<file path="src/verilog/psr_map.svh">
// Register offsets, field positions and reset values for the pulse steering PWM block.
// Assumes a 32-bit AXI4-Lite slave with one aligned word per register.
`ifndef PSR_MAP_SVH
`define PSR_MAP_SVH
`define PSR_OFF_COUNT 8'h00
`define PSR_OFF_TCTRL 8'h04
`define PSR_OFF_LIMIT 8'h08
`define PSR_OFF_DUTYL 8'h0c
`define PSR_OFF_DUTYH 8'h10
`define PSR_OFF_CPCTRL 8'h14
`define PSR_OFF_SDCTRL 8'h18
`define PSR_OFF_RDCTRL 8'h1c
`define PSR_OFF_STEER 8'h20
`define PSR_OFF_PWR 8'h24
`define PSR_OFF_STAT 8'h28
`define PSR_OFF_MASK 8'h2c
`define PSR_RST_STEER 8'h01
`define PSR_STEER_SYNC_BIT 4
`define PSR_TMR_ON_BIT 2
`define PSR_SD_ACTIVE_BIT 7
`define PSR_ST_OSCFAIL 0
`define PSR_ST_PERIOD 1
`define PSR_ST_SHUTDOWN 2
`define PSR_CFG_SINGLE 2'h0
`define PSR_MODE_PWM 2'h3
`define PSR_RESP_OKAY 2'h0
`define PSR_RESP_SLVERR 2'h2
`endif

</file>
<file path="src/verilog/psr_pkg.sv">
// Types shared by the pulse steering PWM block.
// Assumes the map header supplies offsets and field positions.
package psr_pkg;
	typedef enum logic [1:0] {
		PSR_PM_RUN = 2'h0,
		PSR_PM_PRIMARY_CLOCK_IDLE_MODE = 2'h1,
		PSR_PM_OTHER = 2'h3,
		PSR_PM_SLEEP = 2'h2
	} psr_pwr_type;
	typedef enum logic [1:0] {
		PSR_CK_PRIMARY = 2'h0,
		PSR_CK_PM = 2'h1,
		PSR_CK_INTOSC = 2'h3
	} psr_clksel_type;
endpackage

</file>
<file path="src/verilog/psr_steer.sv">
// Single-output PWM with four-pin pulse steering, power-managed modes and AXI4-Lite registers.
// Assumes clock ticks from the selected power-mode clock and the internal oscillator arrive
// asynchronously and are synchronised here; pins feed external power switches.
//
// Our own choices: the AXI4-Lite slave port and the register addresses.
`timescale 1ns/100ps
`include "psr_map.svh"
module psr_steer
#(
	parameter int NPIN = 4
)
(
	input wire logic core_clk,
	input wire logic rstn,
	input wire logic [31:0] s_axi_awaddr,
	input wire logic s_axi_awvalid,
	output logic s_axi_awready,
	input wire logic [31:0] s_axi_wdata,
	input wire logic [3:0] s_axi_wstrb,
	input wire logic s_axi_wvalid,
	output logic s_axi_wready,
	output logic [1:0] s_axi_bresp,
	output logic s_axi_bvalid,
	input wire logic s_axi_bready,
	input wire logic [31:0] s_axi_araddr,
	input wire logic s_axi_arvalid,
	output logic s_axi_arready,
	output logic [31:0] s_axi_rdata,
	output logic [1:0] s_axi_rresp,
	output logic s_axi_rvalid,
	input wire logic s_axi_rready,
	input wire logic pm_clk_tick,
	input wire logic intosc_tick,
	input wire logic clock_fail,
	input wire logic shutdown_in,
	input wire logic [NPIN-1:0] port_data,
	input wire logic [NPIN-1:0] port_dir_out,
	output logic [NPIN-1:0] pwm_output_pins,
	output logic [NPIN-1:0] pwm_output_pins_oe,
	output psr_pkg::psr_clksel_type clk_source,
	output logic irq
);
	import psr_pkg::*;
	logic [7:0] count_r, count_nxt, tctrl_r, tctrl_nxt, limit_r, limit_nxt;
	logic [7:0] dutyl_r, dutyl_nxt, dutyh_r, dutyh_nxt, cpctrl_r, cpctrl_nxt;
	logic [7:0] sdctrl_r, sdctrl_nxt, rdctrl_r, rdctrl_nxt, steer_r, steer_nxt;
	logic [3:0] steer_act_r, steer_act_nxt;
	logic [1:0] pwr_r, pwr_nxt;
	logic [2:0] stat_r, stat_nxt, mask_r, mask_nxt;
	logic oscfail_r, oscfail_nxt;
	logic [9:0] fine_r, fine_nxt;
	logic [NPIN-1:0] pin_r, pin_nxt, oe_r, oe_nxt;
	logic aw_got_r, aw_got_nxt, w_got_r, w_got_nxt, bvalid_r, bvalid_nxt;
	logic [7:0] awaddr_r, awaddr_nxt;
	logic [31:0] wdata_r, wdata_nxt, rdata_r, rdata_nxt;
	logic [1:0] bresp_r, bresp_nxt, rresp_r, rresp_nxt;
	logic rvalid_r, rvalid_nxt, w_en_r, w_en_nxt;
	logic [3:0] async_in, s1_r, s2_r, s3_r, lvl_r, prev_r;
	psr_pwr_type pwr_mode;
	logic steer_mode, tick, period_start, pwm_raw, wr_fire, wr_hit;
	logic [3:0] pin_pol, sd_mask;
	logic [7:0] wbyte;
	logic [9:0] duty10;
	logic [2:0] ev;

	assign pwr_mode = psr_pwr_type'(pwr_r);
	// Three stage synchronisers; a level changes only when stages two and three agree.
	assign async_in = {shutdown_in, clock_fail, intosc_tick, pm_clk_tick};
	always_ff @(posedge core_clk or negedge rstn)
	begin
		if (!rstn)
		begin
			s1_r <= 4'h0;
			s2_r <= 4'h0;
			s3_r <= 4'h0;
			lvl_r <= 4'h0;
			prev_r <= 4'h0;
		end
		else
		begin
			s1_r <= async_in;
			s2_r <= s1_r;
			s3_r <= s2_r;
			lvl_r <= (s3_r & ~(s2_r ^ s3_r)) | (lvl_r & (s2_r ^ s3_r));
			prev_r <= lvl_r;
		end
	end

	// Timer source selection; a failed primary clock overrides every mode, sleep included, and sleep stops the tick.
	always_comb
	begin
		if (oscfail_r)
			clk_source = PSR_CK_INTOSC;
		else if (pwr_mode == PSR_PM_OTHER)
			clk_source = PSR_CK_PM;
		else
			clk_source = PSR_CK_PRIMARY;
		case (clk_source)
			PSR_CK_INTOSC: tick = lvl_r[1] & ~prev_r[1];
			PSR_CK_PM: tick = lvl_r[0] & ~prev_r[0];
			default: tick = 1'b1;
		endcase
		if (pwr_mode == PSR_PM_SLEEP)
			tick = 1'b0;
	end

	assign steer_mode = cpctrl_r[7:6] == `PSR_CFG_SINGLE && cpctrl_r[3:2] == `PSR_MODE_PWM;
	assign duty10 = {dutyh_r, cpctrl_r[5:4]};
	assign period_start = tick && tctrl_r[`PSR_TMR_ON_BIT] && count_r == limit_r;
	assign pwm_raw = {count_r, fine_r[1:0]} < duty10;
	assign pin_pol = {2{cpctrl_r[1], cpctrl_r[0]}};
	assign sd_mask = steer_act_r & {4{lvl_r[3] & sdctrl_r[`PSR_SD_ACTIVE_BIT]}};
	assign wr_fire = aw_got_r && w_got_r && !bvalid_r;
	assign wr_hit = wr_fire && w_en_r;
	assign wbyte = wdata_r[7:0];
	assign ev = {lvl_r[3] & steer_mode, period_start, lvl_r[2] & ~oscfail_r};

	always_comb
	begin
		count_nxt = count_r;
		fine_nxt = fine_r;
		tctrl_nxt = tctrl_r;
		limit_nxt = limit_r;
		dutyl_nxt = dutyl_r;
		dutyh_nxt = dutyh_r;
		cpctrl_nxt = cpctrl_r;
		sdctrl_nxt = sdctrl_r;
		rdctrl_nxt = rdctrl_r;
		steer_nxt = steer_r;
		steer_act_nxt = steer_act_r;
		pwr_nxt = pwr_r;
		mask_nxt = mask_r;
		oscfail_nxt = oscfail_r | lvl_r[2];
		stat_nxt = stat_r;
		if (tick && tctrl_r[`PSR_TMR_ON_BIT])
		begin
			fine_nxt = {8'h00, fine_r[1:0] + 2'h1};
			if (fine_r[1:0] == 2'h3)
				count_nxt = period_start ? 8'h00 : count_r + 8'h01;
		end
		if (period_start)
		begin
			dutyh_nxt = dutyl_r;
			if (steer_r[`PSR_STEER_SYNC_BIT])
				steer_act_nxt = steer_r[3:0];
		end
		if (wr_hit)
		begin
			case (awaddr_r)
				`PSR_OFF_COUNT: count_nxt = wbyte;
				`PSR_OFF_TCTRL: tctrl_nxt = {1'b0, wbyte[6:0]};
				`PSR_OFF_LIMIT: limit_nxt = wbyte;
				`PSR_OFF_DUTYL: dutyl_nxt = wbyte;
				`PSR_OFF_CPCTRL: cpctrl_nxt = wbyte;
				`PSR_OFF_SDCTRL: sdctrl_nxt = wbyte;
				`PSR_OFF_RDCTRL: rdctrl_nxt = wbyte;
				`PSR_OFF_STEER:
				begin
					steer_nxt = {3'h0, wbyte[4:0]};
					if (!wbyte[`PSR_STEER_SYNC_BIT])
						steer_act_nxt = wbyte[3:0];
				end
				`PSR_OFF_PWR: pwr_nxt = wbyte[1:0];
				`PSR_OFF_MASK: mask_nxt = wbyte[2:0];
				`PSR_OFF_STAT: stat_nxt = stat_r & ~wbyte[2:0];
				default: ;
			endcase
		end
		stat_nxt = stat_nxt | ev;
		// Sleep freezes the timer, the duty latch and the active steering, writes to COUNT included; other register writes and status still update.
		if (pwr_mode == PSR_PM_SLEEP && !(wr_hit && awaddr_r == `PSR_OFF_PWR))
		begin
			count_nxt = count_r;
			fine_nxt = fine_r;
			steer_act_nxt = steer_act_r;
			dutyh_nxt = dutyh_r;
		end
	end

	// Pin drive; in sleep the last level is held because pin_r is not reloaded.
	always_comb
	begin
		pin_nxt = pin_r;
		oe_nxt = oe_r;
		if (pwr_mode != PSR_PM_SLEEP)
		begin
			oe_nxt = port_dir_out;
			for (int i = 0; i < NPIN; i++)
			begin
				if (steer_mode && steer_act_r[i])
					pin_nxt[i] = sd_mask[i] ? 1'b0 : (pwm_raw ^ pin_pol[i]);
				else
					pin_nxt[i] = port_data[i];
			end
		end
	end

	always_comb
	begin
		aw_got_nxt = aw_got_r | (s_axi_awvalid & ~aw_got_r);
		w_got_nxt = w_got_r | (s_axi_wvalid & ~w_got_r);
		awaddr_nxt = (s_axi_awvalid && !aw_got_r) ? s_axi_awaddr[7:0] : awaddr_r;
		wdata_nxt = (s_axi_wvalid && !w_got_r) ? s_axi_wdata : wdata_r;
		w_en_nxt = (s_axi_wvalid && !w_got_r) ? s_axi_wstrb[0] : w_en_r;
		bvalid_nxt = bvalid_r & ~s_axi_bready;
		bresp_nxt = bresp_r;
		if (wr_fire)
		begin
			aw_got_nxt = 1'b0;
			w_got_nxt = 1'b0;
			bvalid_nxt = 1'b1;
			bresp_nxt = awaddr_r > `PSR_OFF_MASK || awaddr_r[1:0] != 2'h0 ?
				`PSR_RESP_SLVERR : `PSR_RESP_OKAY;
		end
		rvalid_nxt = rvalid_r & ~s_axi_rready;
		rdata_nxt = rdata_r;
		rresp_nxt = rresp_r;
		if (s_axi_arvalid && !rvalid_r)
		begin
			rvalid_nxt = 1'b1;
			rresp_nxt = `PSR_RESP_OKAY;
			case (s_axi_araddr[7:0])
				`PSR_OFF_COUNT: rdata_nxt = {24'h0, count_r};
				`PSR_OFF_TCTRL: rdata_nxt = {24'h0, tctrl_r};
				`PSR_OFF_LIMIT: rdata_nxt = {24'h0, limit_r};
				`PSR_OFF_DUTYL: rdata_nxt = {24'h0, dutyl_r};
				`PSR_OFF_DUTYH: rdata_nxt = {24'h0, dutyh_r};
				`PSR_OFF_CPCTRL: rdata_nxt = {24'h0, cpctrl_r};
				`PSR_OFF_SDCTRL: rdata_nxt = {24'h0, sdctrl_r};
				`PSR_OFF_RDCTRL: rdata_nxt = {24'h0, rdctrl_r};
				`PSR_OFF_STEER: rdata_nxt = {24'h0, steer_r};
				`PSR_OFF_PWR: rdata_nxt = {28'h0, clk_source, pwr_r};
				`PSR_OFF_STAT: rdata_nxt = {29'h0, stat_r};
				`PSR_OFF_MASK: rdata_nxt = {29'h0, mask_r};
				default:
				begin
					rdata_nxt = 32'h0;
					rresp_nxt = `PSR_RESP_SLVERR;
				end
			endcase
		end
	end
	always_ff @(posedge core_clk or negedge rstn)
	begin
		if (!rstn)
		begin
			count_r <= 8'h00;
			fine_r <= 10'h000;
			tctrl_r <= 8'h00;
			limit_r <= 8'hff;
			dutyl_r <= 8'h00;
			dutyh_r <= 8'h00;
			cpctrl_r <= 8'h00;
			sdctrl_r <= 8'h00;
			rdctrl_r <= 8'h00;
			steer_r <= `PSR_RST_STEER;
			steer_act_r <= 4'h1;
			pwr_r <= 2'h0;
			stat_r <= 3'h0;
			mask_r <= 3'h0;
			oscfail_r <= 1'b0;
			pin_r <= '0;
			oe_r <= '0;
			aw_got_r <= 1'b0;
			w_got_r <= 1'b0;
			bvalid_r <= 1'b0;
			awaddr_r <= 8'h00;
			wdata_r <= 32'h0;
			w_en_r <= 1'b0;
			bresp_r <= 2'h0;
			rvalid_r <= 1'b0;
			rdata_r <= 32'h0;
			rresp_r <= 2'h0;
		end
		else
		begin
			count_r <= count_nxt;
			fine_r <= fine_nxt;
			tctrl_r <= tctrl_nxt;
			limit_r <= limit_nxt;
			dutyl_r <= dutyl_nxt;
			dutyh_r <= dutyh_nxt;
			cpctrl_r <= cpctrl_nxt;
			sdctrl_r <= sdctrl_nxt;
			rdctrl_r <= rdctrl_nxt;
			steer_r <= steer_nxt;
			steer_act_r <= steer_act_nxt;
			pwr_r <= pwr_nxt;
			stat_r <= stat_nxt;
			mask_r <= mask_nxt;
			oscfail_r <= oscfail_nxt;
			pin_r <= pin_nxt;
			oe_r <= oe_nxt;
			aw_got_r <= aw_got_nxt;
			w_got_r <= w_got_nxt;
			bvalid_r <= bvalid_nxt;
			awaddr_r <= awaddr_nxt;
			wdata_r <= wdata_nxt;
			w_en_r <= w_en_nxt;
			bresp_r <= bresp_nxt;
			rvalid_r <= rvalid_nxt;
			rdata_r <= rdata_nxt;
			rresp_r <= rresp_nxt;
		end
	end
	assign s_axi_awready = !aw_got_r;
	assign s_axi_wready = !w_got_r;
	assign s_axi_bvalid = bvalid_r;
	assign s_axi_bresp = bresp_r;
	assign s_axi_arready = !rvalid_r;
	assign s_axi_rvalid = rvalid_r;
	assign s_axi_rdata = rdata_r;
	assign s_axi_rresp = rresp_r;
	assign pwm_output_pins = pin_r;
	assign pwm_output_pins_oe = oe_r;
	assign irq = |(stat_r & mask_r);
	immediate_steer_a: assert property (@(posedge core_clk) disable iff (!rstn)
		wr_hit && awaddr_r == `PSR_OFF_STEER && !wbyte[4] && pwr_mode != PSR_PM_SLEEP
		|=> steer_act_r == $past(wbyte[3:0]))
		else $error("Immediate steering not applied.");
	sync_hold_a: assert property (@(posedge core_clk) disable iff (!rstn)
		!period_start && !(wr_hit && awaddr_r == `PSR_OFF_STEER)
		|=> $stable(steer_act_r))
		else $error("Steering changed outside a period start.");
	sleep_freeze_a: assert property (@(posedge core_clk) disable iff (!rstn)
		pwr_mode == PSR_PM_SLEEP && !wr_hit |=> $stable(count_r) && $stable(fine_r))
		else $error("Timer moved in sleep.");
	sleep_pins_a: assert property (@(posedge core_clk) disable iff (!rstn)
		pwr_mode == PSR_PM_SLEEP |=> $stable(pwm_output_pins))
		else $error("Pins changed in sleep.");
	fail_switch_a: assert property (@(posedge core_clk) disable iff (!rstn)
		lvl_r[2] |=> oscfail_r && clk_source == PSR_CK_INTOSC && (stat_r[0] || $past(oscfail_r)))
		else $error("Clock failure not handled.");
	pm_source_a: assert property (@(posedge core_clk) disable iff (!rstn)
		!oscfail_r && pwr_mode == PSR_PM_OTHER |-> clk_source == PSR_CK_PM)
		else $error("Wrong clock in power mode.");
	port_release_a: assert property (@(posedge core_clk) disable iff (!rstn)
		pwr_mode != PSR_PM_SLEEP && !(steer_mode && steer_act_r[0])
		|=> pwm_output_pins[0] == $past(port_data[0]))
		else $error("Pin not returned to port.");
	shutdown_pin_a: assert property (@(posedge core_clk) disable iff (!rstn)
		pwr_mode != PSR_PM_SLEEP && steer_mode && sd_mask[0] |=> !pwm_output_pins[0])
		else $error("Shutdown missed steered pin.");
	period_wrap_a: assert property (@(posedge core_clk) disable iff (!rstn)
		period_start && fine_r[1:0] == 2'h3 && pwr_mode != PSR_PM_SLEEP && !wr_hit
		|=> count_r == 8'h00)
		else $error("Timer did not restart at limit.");
	steer_on_c: cover property (@(posedge core_clk) steer_mode && steer_act_r == 4'hf);
	sync_upd_c: cover property (@(posedge core_clk) period_start && steer_r[4]);
	sleep_c: cover property (@(posedge core_clk) pwr_mode == PSR_PM_SLEEP);
	fail_c: cover property (@(posedge core_clk) irq && stat_r[0]);
endmodule

</file>
<file path="config.mk">
export PLATFORM = sky130hd
export DESIGN_NAME = psr_steer
export DESIGN_NICKNAME = d
export VERILOG_FILES = /design/src/verilog/psr_pkg.sv /design/src/verilog/psr_steer.sv
export VERILOG_INCLUDE_DIRS = /design/src /design/src/verilog
export SDC_FILE = /design/constraint.sdc
export NUM_CORES = 1
export LEC_CHECK = 0
export ABC_AREA = 1
export BUFFER_PORTS_ARGS = -buffer_cell sky130_fd_sc_hd__buf_2
export CORE_MARGIN = 1.5
export CORE_UTILIZATION = 54
export DETAILED_ROUTE_END_ITERATION = 12
export PLACE_DENSITY = 0.92
export RECOVER_POWER = 50
export SKIP_LAST_GASP = 1
export SLEW_MARGIN = 40
export SYNTH_ARGS = -nofsm -noshare
export SYNTH_HDL_FRONTEND = slang
export SYNTH_SLANG_ARGS = --single-unit
</file>
<file path="constraint.sdc">
create_clock -name core_clk -period 2.11 [get_ports core_clk]
set_input_delay 0.1055 -clock core_clk [delete_from_list [all_inputs] [get_ports core_clk]]
set_output_delay 0.1055 -clock core_clk [all_outputs]
set_load 0.01 [all_outputs]
</file>
==> summary.txt, run 1 <==
STA
  – Hold WS: 0.0401 ns
  – Achievable Freq: 0.514 GHz
  – Setup ws final: approximately 0.17 ns
  – Crit share post-route: 92.2%
  – Fin. max-slew vios: 0
  – Final setup viols: 0
  – Slew @ Worst Pin: approximately 1.5 ns
  – Final Hold Fails: 0
  – Rel. slew slack: under 10%
  – Tmin final: 1.94 ns
  – RSZ-0062 raised after global routing: false
  – Setup TNS: 0 ns
  – Clock Skew: approximately 0.0073 ns

Clocking
  – Clock Tree Buf Depth: 2
  – Clk_lat worst skew: 0.42 ns
  – Clk root buf: clkbuf_16
  – CTS tree: yes
  – Max H-tree Level: 4
  – Clk slew on worst S/H paths: roughly 0.06 ns
  – CTS buffer count: 17
  – # clock sinks: between 100 and 150
  – Postcts setup bufs: 0

Logic synthesis
  – Synth Area in XOR/XNOR: 0.125%
  – Yosys warnings: 0
  – Unique masters post-synth: 37
  – Seq/Total Area, Yosys: 50.3%
  – Complex-gate fraction of the synthesized area: between 10% and 20%
  – Syn Inst Count: 891
  – Adder-cell share of the synthesized area: under 10%
  – Post-synthesis cell area: 6990 um2
  – Combinational family with the most area after synthesis: simple AND/OR/NAND/NOR gates
  – Mux cell area share after synthesis: 0.322%
  – Post-Syn Area per Cell: approximately 8 um2
  – Post-Synth Simple-Gate Area: approximately a quarter
  – Synth Register Bits: 140

Finish
  – Synth-to-Final Area Change: 20.0%
  – Multi-input combinational cell area: 2890 um2
  – Sequential cell area: 3520 um2
  – Fill count: 947
  – Final #Nets: about 1.1k
  – Layout cells sized above 1: 13.9%
  – Ant. Diodes: 0
  – Design area: about 8400 um2

Floorplan
  – I/O pin count: between 150 and 200
  – Starting Density: between 50% and 60%
  – Die area: around 14000 um2
  – Die height: approximately 120 um
  – Core Rows: 41
  – Die W: ~120 um
  – Core area: ~13000 um2

Critical path
  – Worst path slowest cell: dfrtp_1
  – Flop-to-flop setup slack: 0.17 ns
  – Worst path cell trace: inv_1 > nand3_1 > nor2_4 > and2_1 > nand3_4 > o21ai_0 > o21ai_2
  – Reg2reg path depth: 7
  – Startpoint Class: flop
  – CP endpoint kind: flop
  – Required time of the critical path: between 2 and 2.5 ns
  – RR Endpoint: steer_act_r[1]$_DFFE_PN0N_
  – Worst-path maximum fanout: 9
  – CP Data Arrival Time: between 2 and 2.5 ns
  – Worst setup path class: reg -> reg
  – Slowest stage delay, CP: ~0.38 ns
  – R2r startpoint: s_axi_bvalid$_DFF_PN0_

Global route
  – GRT Util Overall: between 30% and 40%
  – Largest net degree at the start of global routing: 62
  – First-pass GRT wire length: roughly 33 mm
  – Initial antenna violation count: 0
  – Number of global-route vias before repair: about 6.5k
  – Grt ovf: 0

Status
  – Outcome: complete, no violations

Placement
  – DP Area: between 7000 and 8000 um2
  – Post-Place Setup Slack: roughly 0.22 ns
  – Buffers on Ports: just under 70
  – Routability cong.: between 0.9 and 1
  – Hpwl dp: 12.8 mm

Min path
  – Endpoint of the worst hold path: pwm_output_pins[1]$_DFFE_PN0N_
  – Hold Startpoint: port_data[1]
  – Hold Path Stages: 3
  – Type of the most critical hold path: in -> reg

Route
  – Routed Antenna Nets: 0
  – Wire per inst: 16.7 um
  – DRC: 0
  – Initial DRC count: between 800 and 900
  – Pre-Repair DR Iteration Count: 6
  – Total Routed Length: roughly 20 mm
  – DR vias: 6568
  – Via density: 5.53

Flow run
  – Max-cap violations: 0

Pwr
  – Lkg Pwr: between 4 and 5 nW
  – Pwr dens: 970 nW/um2
  – Peak supply drop: around 0.00080 V
state kept, by name (all words and copies together), names as in the netlist, 7 cells and up, named ones only:
signal / cells
wdata_r: 8
tctrl_r: 7
limit_r: 8
rdctrl_r: 8
dutyh_r: 8
cpctrl_r: 8
count_r: 8
awaddr_r: 8
s_axi_rdata: 8
dutyl_r: 8
sdctrl_r: 8
timing repair:
| item | CTS | global route |
|---|---|---|
| hold buffers | 33 | 0 |
| hold endpoints to repair | 89 | 0 |
| endpoints found under the setup margin | 0 | 9 |
| gates resized for setup | 0 | 2 |
cells in the mapped netlist, drive strengths merged:
cell type | n | area, um2
maj3 | 4 | 40.0
nand4 | 3 | 18.8
a31oi | 1 | 6.26
nand3 | 40 | 223
dfrtp | 130 | 3250
o211ai | 2 | 15.0
mux2 | 2 | 22.5
nand2 | 299 | 1130
o22ai | 5 | 31.3
o21ai | 109 | 549
nor2 | 82 | 330
a21o | 1 | 7.51
inv | 102 | 383
clkbuf | 8 | 30.0
ha | 11 | 138
xnor2 | 1 | 8.76
conb | 1 | 3.75
buf | 35 | 267
o21bai | 1 | 7.51
nor3 | 7 | 56.3
dfstp | 10 | 263
and2 | 2 | 12.5
a21oi | 32 | 160
clkinv | 1 | 3.75
nor4 | 2 | 27.5
power breakdown:
part	total, mW	internal, mW	switching, mW	leakage, nW
sequential	3.36	3.07	0.296	1.78
combinational	1.58	0.447	1.13	2.14
clock	3.20	2.02	1.18	0.304
total	8.14	5.53	2.61	4.22
how the worst max path moves through the flow:
stage | depth (start not counted) | slack (ns) | to | from
6_report | 7 | 0.17 | steer_act_r[1]$_DFFE_PN0N_ | s_axi_bvalid$_DFF_PN0_
5_1_grt | 3 | 0.03 | steer_act_r[0]$_DFFE_PN1N_ | rstn
4_1_cts | 8 | 0.13 | steer_act_r[3]$_DFFE_PN0N_ | awaddr_r[0]$_DFFE_PN0P_
3_5_place_dp | 8 | 0.22 | count_r[7]$_DFFE_PN0N_ | awaddr_r[0]$_DFFE_PN0P_
3_3_place_gp | 10 | 0.26 | count_r[6]$_DFFE_PN0N_ | awaddr_r[6]$_DFFE_PN0P_
2_1_floorplan | 9 | 0.60 | sdctrl_r[6]$_DFFE_PN0P_ | s_axi_bvalid$_DFF_PN0_
routing by layer:
| layer | vias up | wire (um) | GRT usage (%) |
|---|---|---|---|
| li1 | 2985 | - | - |
| met1 | 3060 | 7410 | 39.5 |
| met2 | 433 | 9640 | 51.7 |
| met3 | 90 | 1790 | 7.11 |
| met4 | 0 | 1040 | 17.2 |
| met5 | - | 0 | 0 |
worst max-delay path, delay by kind of cell, from the launching register on:
family          cells  cell delay [ns]
flops               1             0.38
buf+inv             1             0.08
simple gates        4             0.90
compound gates      2             0.46
cell usage in the layout, fill, tap and decap left out, types with 2 or more instances in the layout:
cell type        n
ha_1            11
nor2_4           3
dlygate4sd3_1   33
buf_2           69
nor3_2           2
dfrtp_1        130
clkinv_4         3
inv_6            2
nand4_1          3
dfstp_2         10
bufinv_16        4
nand3_1         38
conb_1          26
mux2_2           2
clkbuf_16       17
o211ai_1         2
inv_1           99
maj3_1           4
nand2_1        292
nand2_2          7
and2_1           2
clkinv_2         2
a21oi_1         32
inv_2            3
nor3_1           4
clkinvlp_4       2
o22ai_1          5
o21ai_0        102
clkbuf_2         2
o21ai_1          6
buf_4            6
nor2_1          79
stage by stage:
step | instances | util (%) | power, mW
finish | 1188 | 66.5 | 8.14
CTS | 1188 | 66.5 | 8.05
floorplan | 916 | - | 4.28
detailed placement | 1123 | 58.9 | 4.83
global route | 1188 | 66.5 | 8.45
global placement | 1123 | 58.9 | 4.74
cell families after synthesis:
logic type	Yosys count
simple gates	435
compound gates	151
xor+xnor	1
mux	2
buf+inv	146
other cells	1
flops	140
fa+ha+maj	15
area by class of cell:
| class | instances | share of cell area (%) |
|---|---|---|
| Timing Repair Buffer | 111 | 8.95 |
| Multi-Input combinational cell | 630 | 34.4 |
| Clock buffer | 19 | 5.28 |
| Inverter | 103 | 4.61 |
| Tap cell | 172 | 2.57 |
| Clock inverter | 13 | 2.25 |
| Sequential cell | 140 | 41.9 |
No activity file was read; power rests on OpenSTA's default activity.
==> inputs of run 2 (changes only) <==
- CELL_PAD_IN_SITES_DETAIL_PLACEMENT: default -> 0
- CELL_PAD_IN_SITES_GLOBAL_PLACEMENT: default -> 1
- CORE_MARGIN: 1.5 -> 2
- CORE_UTILIZATION: 54 -> 39
- PLACE_DENSITY: 0.92 -> 0.91
- SETUP_SLACK_MARGIN: default -> 0.4
==> run 2 against run 1 <==
Wire length decreased by 3.3%. First-iteration DRC count fell by 34%. Critical endpoint is now count_r[2]$_DFFE_PN0N_. Clock power decreased by 8.4%. Via count decreased by 6.3%. Clock-buffer cell count down 1. Final cell count rose by 5.7%. Flip-flop and latch count did not move. Clock skew increased by 0.0032 ns. Maximum frequency increased by 5.3%. Sequential share of layout area down 1.7 points. Global-route usage fell by 11 points.
==> summary.txt, run 2 (same netlist as run 1, synthesis figures left out) <==
Finish
  – Commonest non-fill, non-tap cell in the layout: nand2_1
  – Multi-input combinational cell area: a little over 3000 um2
  – Synth-to-Final Area Change: 25.5%
  – Layout cells sized above 1: about a fifth
  – Final #Nets: 1148
  – Non-Filler Instances: roughly 1.3k
  – Sequential cell area: between 3000 and 4000 um2
  – Finished Core Util: between 50% and 60%
  – Fill count: approximately 1.7k
  – Most frequent cells in the layout: nand2_1 (282), dfrtp_1 (122), o21ai_0 (98)
  – Ant. Diodes: 0

Floorplan
  – Die height: 138 um
  – I/O pin count: between 150 and 200
  – Die W: 138 um
  – Core area: between 15000 and 20000 um2
  – Die area: roughly 19000 um2
  – Starting Density: about two fifths
  – Core Rows: 48

Placement
  – Cells after DPL: about 1.2k
  – Routability cong.: 0.928
  – Hpwl dp: approximately 13 mm
  – Buffers on Ports: 69

Global route
  – Met1 Use GR: between 20 and 30%
  – Largest net degree at the start of global routing: 53
  – Met2 usage: between 30% and 40%
  – Grt ovf: 0
  – Initial antenna violation count: 0
  – GR Util met3: 3.07%
  – GRT Util Overall: between 20% and 30%
  – Number of global-route vias before repair: 5565
  – Grt peak-use layer: met2
  – First-pass GRT wire length: roughly 29 mm

Route
  – Via density: just under 5
  – Wire per inst: 15.3 um
  – Routed Antenna Nets: 0
  – Initial DRC count: roughly 550
  – Total Routed Length: 19.2 mm
  – DRC: 0
  – Pre-Repair DR Iteration Count: 7
  – DR vias: 6154

Critical path
  – Worst-path maximum fanout: 11
  – Reg2reg path depth: 10
  – Required time of the critical path: between 2 and 2.5 ns
  – Startpoint Class: flop
  – CP Data Arrival Time: approximately 2.2 ns
  – Worst setup path class: reg -> reg
  – CP endpoint kind: flop

STA
  – Clock Skew: around 0.011 ns
  – Tmin final: 1.85 ns
  – RSZ-0062 raised after global routing: true
  – Final Hold Fails: 0
  – Slew @ Worst Pin: 1.39 ns
  – Achievable Freq: around 0.54 GHz
  – Final setup viols: 0
  – Rel. slew slack: roughly 7.1%
  – Crit share post-route: between 80% and 90%
  – Setup TNS: 0 ns
  – Fin. max-slew vios: 0

Pwr
  – Peak supply drop: around 0.00069 V
  – Pwr dens: between 900 and 1000 nW/um2
  – Lkg Pwr: approximately 4.4 nW

Clocking
  – Clk slew on worst S/H paths: roughly 0.06 ns
  – Max H-tree Level: 4
  – # clock sinks: 140
  – Clk_lat worst skew: approximately 0.43 ns
  – CTS buffer count: 17
  – CTS tree: yes
  – Clk root buf: clkbuf_16
  – Clock Tree Buf Depth: 2

Status
  – Outcome: complete, no violations

Flow run
  – Max-cap violations: 0

Min path
  – Type of the most critical hold path: in -> reg
  – Hold Path Stages: 3
-- run 2: cell count changes in the layout (fill, tap and decap cells not counted), sizes merged --
cell         delta
buf            +14
bufinv          -3
clkbuf          -2
clkinv          +2
clkinvlp        -1
dlygate4sd3     +1
inv             +3
nand2           +1
-- run 2: final cells by class --
class / count / area share (%)
Inverter: 103 / 4.41
Clock buffer: 18 / 5.00
Clock inverter: 14 / 1.55
Sequential cell: 140 / 40.2
Multi-Input combinational cell: 631 / 35.5
Timing Repair Buffer: 125 / 10.2
Tap cell: 225 / 3.21
-- run 2: per-stage QoR --
stage | instance area, um2 | setup WS [ns] | power [mW] | hold slack, ns
final | 8770 | 0.263 | 7.99 | 0.183
after CTS | 8500 | 0.401 | 7.81 | 0.163
after floorplan | 7090 | 0.604 | 4.28 | -0.190
after global routing | 8770 | 0.0991 | 8.38 | 0.236
after detailed placement | 7510 | 0.262 | 4.83 | 0.103
after global placement | 7510 | 0.269 | 4.78 | 0.0975
-- run 2: worst max-delay path, stage by stage, from the launching register on --
cell and delay (ns):
dfrtp_1 0.39, inv_2 0.07, nand3_1 0.19, nor2_4 0.20, inv_2 0.08, nor2_4 0.20
nand2_4 0.13, o21ai_0 0.23, inv_1 0.10, nand2_1 0.08, nand2_1 0.04
-- run 2: per-layer routing --
metal,wire length [um],part of all wire [%],vias up
met5,0,0,-
met4,626,3.3,0
met3,1070,5.6,35
met2,9040,47,203
met1,8480,44,2891
li1,-,-,3025
-- run 2: path summary, 6_finish.rpt --
| check | startpoint | end | slack, ns |
|---|---|---|---|
| min reg2reg | s1_r[1]$_DFF_PN0_ | s2_r[1]$_DFF_PN0_ | 0.35 |
| max | s_axi_bvalid$_DFF_PN0_ | count_r[2]$_DFFE_PN0N_ | 0.26 |
| max reg2reg | s_axi_bvalid$_DFF_PN0_ | count_r[2]$_DFFE_PN0N_ | 0.26 |
| max in group asynchronous | rstn | limit_r[3]$_DFFE_PN1P_ | 0.60 |
| min in group asynchronous | rstn | s_axi_rvalid$_DFF_PN0_ | 0.55 |
| min | s_axi_arvalid | s_axi_rvalid$_DFF_PN0_ | 0.18 |
-- run 2: power breakdown --
part / internal (mW) / leakage [nW] / switching [mW] / total (mW)
Combinational: 0.546 / 2.32 / 1.17 / 1.72
Clock: 1.68 / 0.285 / 1.25 / 2.93
Sequential: 3.07 / 1.77 / 0.276 / 3.34
-- run 2: repair_timing --
| item | in CTS | in global routing |
|---|---|---|
| hold endpoints to repair | 79 | 0 |
| setup endpoints to repair | 25 | 66 |
| hold buffers | 34 | 0 |
| setup buffers | 6 | 8 |
| pin swaps | 0 | 7 |
| gates resized for setup | 16 | 51 |
| gates cloned | 0 | 1 |
==> inputs of run 3 (changes only) <==
- ABC_AREA: 1 -> default
- CORE_UTILIZATION: 39 -> 42
==> run 3 against run 2 <==
Global-route usage is 0.13 points higher. Cell area is 4.2% higher. Wire length is 3.8% lower. Worst setup slack worse by 0.18 ns. Flip-flop and latch count stayed put. Non-clock buffer count is 47 higher. Die area is 8.1% lower.
==> summary.txt, run 3 <==
Status
  – Outcome: complete, no violations

Critical path
  – CP Data Arrival Time: between 2 and 2.5 ns
  – Worst-path maximum fanout: 2
  – Worst path cell trace: xnor2_2 > nand4_1 > nor2_4 > buf_6 > or3_4 > or4b_1 > nand3_1
  – CP endpoint kind: flop
  – Slowest stage delay, CP: ~0.60 ns
  – Required time of the critical path: 2.46 ns
  – Startpoint Class: flop
  – Worst path slowest cell: dfstp_2
  – Worst setup path class: reg -> reg

Clocking
  – Clk slew on worst S/H paths: 0.06 ns
  – # clock sinks: between 100 and 150
  – CTS tree: yes
  – Max H-tree Level: 4
  – Clk root buf: clkbuf_16
  – CTS buffer count: 17
  – Clk_lat worst skew: 0.42 ns
  – Clock Tree Buf Depth: 2

Route
  – Initial DRC count: around 430
  – Routed Antenna Nets: 0
  – DRC: 0
  – Wire per inst: around 19 um
  – DR vias: between 5k and 6k
  – Via density: roughly 5.6
  – Total Routed Length: between 15 and 20 mm
  – Pre-Repair DR Iteration Count: 7

Logic synthesis
  – Synth Register Bits: 140
  – FFs w/ async S/R, synth: between 90% and 100%
  – Area contributors post-synth: dfrtp_1 (47%), mux2_2 (14%), dfstp_2 (3.8%), mux4_2 (3.6%), nand2_1 (3.2%)
  – Post-Syn Area per Cell: ~12 um2
  – Number of synthesized flops with an enable pin: 0
  – Seq/Total Area, Yosys: between 50% and 60%
  – Count leader, synth: dfrtp_1
  – Yosys top cell by area: dfrtp_1
  – Synth cell count leaders: dfrtp_1 (130), mux2_2 (86), nand2_1 (59), buf_4 (27), a21oi_1 (26)
  – Yosys warnings: 0
  – Leading register cell type out of synthesis: dfrtp_1
  – Syn Inst Count: ~590
  – Post-synthesis cell area: around 6900 um2
  – Unique masters post-synth: 64
  – Post-synth top area share: a little under half

STA
  – Crit share post-route: a little over nine tenths
  – Clock Skew: 0.00732 ns
  – RSZ-0062 raised after global routing: true
  – Final Hold Fails: 0
  – Fin. max-slew vios: 0
  – Tmin final: approximately 2 ns
  – Slew @ Worst Pin: roughly 1.1 ns
  – Rel. slew slack: between 20 and 30%
  – Final setup viols: 0
  – Achievable Freq: roughly 0.49 GHz

Finish
  – Most frequent cells in the layout: dfrtp_1 (125), mux2_2 (82), buf_4 (54)
  – Commonest non-fill, non-tap cell in the layout: dfrtp_1
  – Layout cells sized above 1: about 41%
  – Final #Nets: a little under 900
  – Fill count: 1242
  – Ant. Diodes: 0
  – Synth-to-Final Area Change: 32.5%
  – Non-Filler Instances: just under 1k

Placement
  – Cells after DPL: 888
  – Routability cong.: between 0.9 and 1
  – Hpwl dp: 12.6 mm
  – Buffers on Ports: 69

Global route
  – GRT Util Overall: a little over 20%
  – Initial antenna violation count: 0
  – Largest net degree at the start of global routing: between 50 and 60
  – First-pass GRT wire length: about 28 mm
  – Grt ovf: 0
  – Number of global-route vias before repair: ~5.4k

Min path
  – Type of the most critical hold path: in -> reg

Floorplan
  – I/O pin count: ~170
  – Core Rows: 46
  – Die W: between 100 and 150 um
  – Die area: between 15000 and 20000 um2
  – Core area: 15900 um2
  – Die height: 132 um
  – Starting Density: a little over two fifths

Pwr
  – Clk network pwr share: between 30% and 40%
  – Peak supply drop: approximately 0.0008 V
  – Overall Power: 8.74 mW
  – Seq pwr share: between 40% and 50%
  – Comb power frac: between 20% and 30%
  – Lkg Pwr: roughly 4.2 nW
  – P_int: roughly 6 mW
  – Sw Share: 31.5%
  – Pwr dens: around 960 nW/um2
  – Switching power total: 2.76 mW

Flow run
  – Max-cap violations: 0
## run 3: changes by cell type after synthesis, sizes merged, moves of 8 or more
| cell | delta |
|---|---|
| and3 | +9 |
| nor2 | -64 |
| or3 | +8 |
| xnor2 | +9 |
| inv | -86 |
| mux4 | +11 |
| clkbuf | +13 |
| mux2 | +85 |
| nand3 | -25 |
| o21ai | -81 |
| nand2 | -240 |
## run 3: power by group through the flow
stage                     combinational [mW]  clock [mW]  sequential [mW]
after floorplan                         1.06           0             3.54
after CTS                               1.79        2.89             3.79
final                                   2.02        2.87             3.85
after global placement                  1.44           0             3.76
after global routing                    2.17        3.01             3.92
after detailed placement                1.50           0             3.81
## run 3: timing repair
action                     CTS  global route
gates resized for setup     52            43
hold endpoints to repair    73             0
hold buffers                30             0
setup endpoints to repair   72            86
pin swaps                   20            28
setup buffers               19            15
## run 3: layout make-up
type / count / area (um2) / share of cell area, %
clock buffer: 23 / 488 / 5.34
clock inverter: 9 / 87.6 / 0.958
inverter: 16 / 60.1 / 0.657
multi-input combinational: 408 / 3480 / 38.1
sequential: 140 / 3520 / 38.5
tap: 216 / 270 / 2.96
timing repair buffer: 172 / 1230 / 13.5
## run 3: per-stage QoR
step | cell area (um2) | util [%] | hold WS (ns) | setup TNS [ns] | worst slack, ns
after CTS | 8880 | 55.7 | 0.0415 | 0 | 0.130
after floorplan | 7010 | - | -0.190 | 0 | 0.265
after detailed placement | 7630 | 47.9 | 0.0560 | -0.0708 | -0.0708
after global placement | 7630 | 47.9 | 0.0504 | -0.0298 | -0.0298
after global routing | 9140 | 57.3 | 0.0846 | 0 | 0.00338
final | 9140 | 57.3 | 0.0584 | 0 | 0.0821
## run 3: critical path, delay by kind of cell, from the launching register on
kind,cells,cell delay [ns]
XOR/XNOR,1,0.09
buffers and inverters,1,0.11
flip-flops,1,0.60
AND/OR/NAND/NOR,5,1.15
## run 3: worst paths after layout
| check | cells past startpoint | from | endpoint | slack [ns] |
|---|---|---|---|---|
| setup / recovery | 7 | limit_r[5]$_DFFE_PN1P_ | count_r[3]$_DFFE_PN0N_ | 0.08 |
| hold reg to reg | 0 | s1_r[2]$_DFF_PN0_ | s2_r[2]$_DFF_PN0_ | 0.35 |
| hold / removal | 5 | port_data[3] | pwm_output_pins[3]$_DFFE_PN0N_ | 0.06 |
| max in group asynchronous | 3 | rstn | steer_act_r[0]$_DFFE_PN1N_ | 0.49 |
| setup reg to reg | 7 | limit_r[5]$_DFFE_PN1P_ | count_r[3]$_DFFE_PN0N_ | 0.08 |
| min in group asynchronous | 2 | rstn | s_axi_rresp[1]$_DFFE_PN0P_ | 0.44 |
## run 3: cells by family (layout without fill, tap and decap cells)
family | count (synthesis) | count (layout) | synth area share, %
AOI/OAI and AO/OA | 95 | 95 | 8.63
xor gates and xnor gates | 11 | 11 | 1.40
adders and majority gates | 15 | 15 | 2.58
buffers and inverters | 69 | 220 | 5.33
DFF | 140 | 140 | 51.0
muxes | 102 | 102 | 18.4
other | 1 | 26 | 0.0544
and+or+nand+nor | 159 | 159 | 12.7
## run 3: per-layer routing
layer	vias to the layer above	GRT usage (%)	wire [um]	part of all wire [%]
met5	-	0	0	0
met4	0	10.3	762	4.1
met3	53	3.77	946	5.1
met2	244	35.2	9250	50
met1	2748	25.6	7530	41
li1	2423	-	-	-
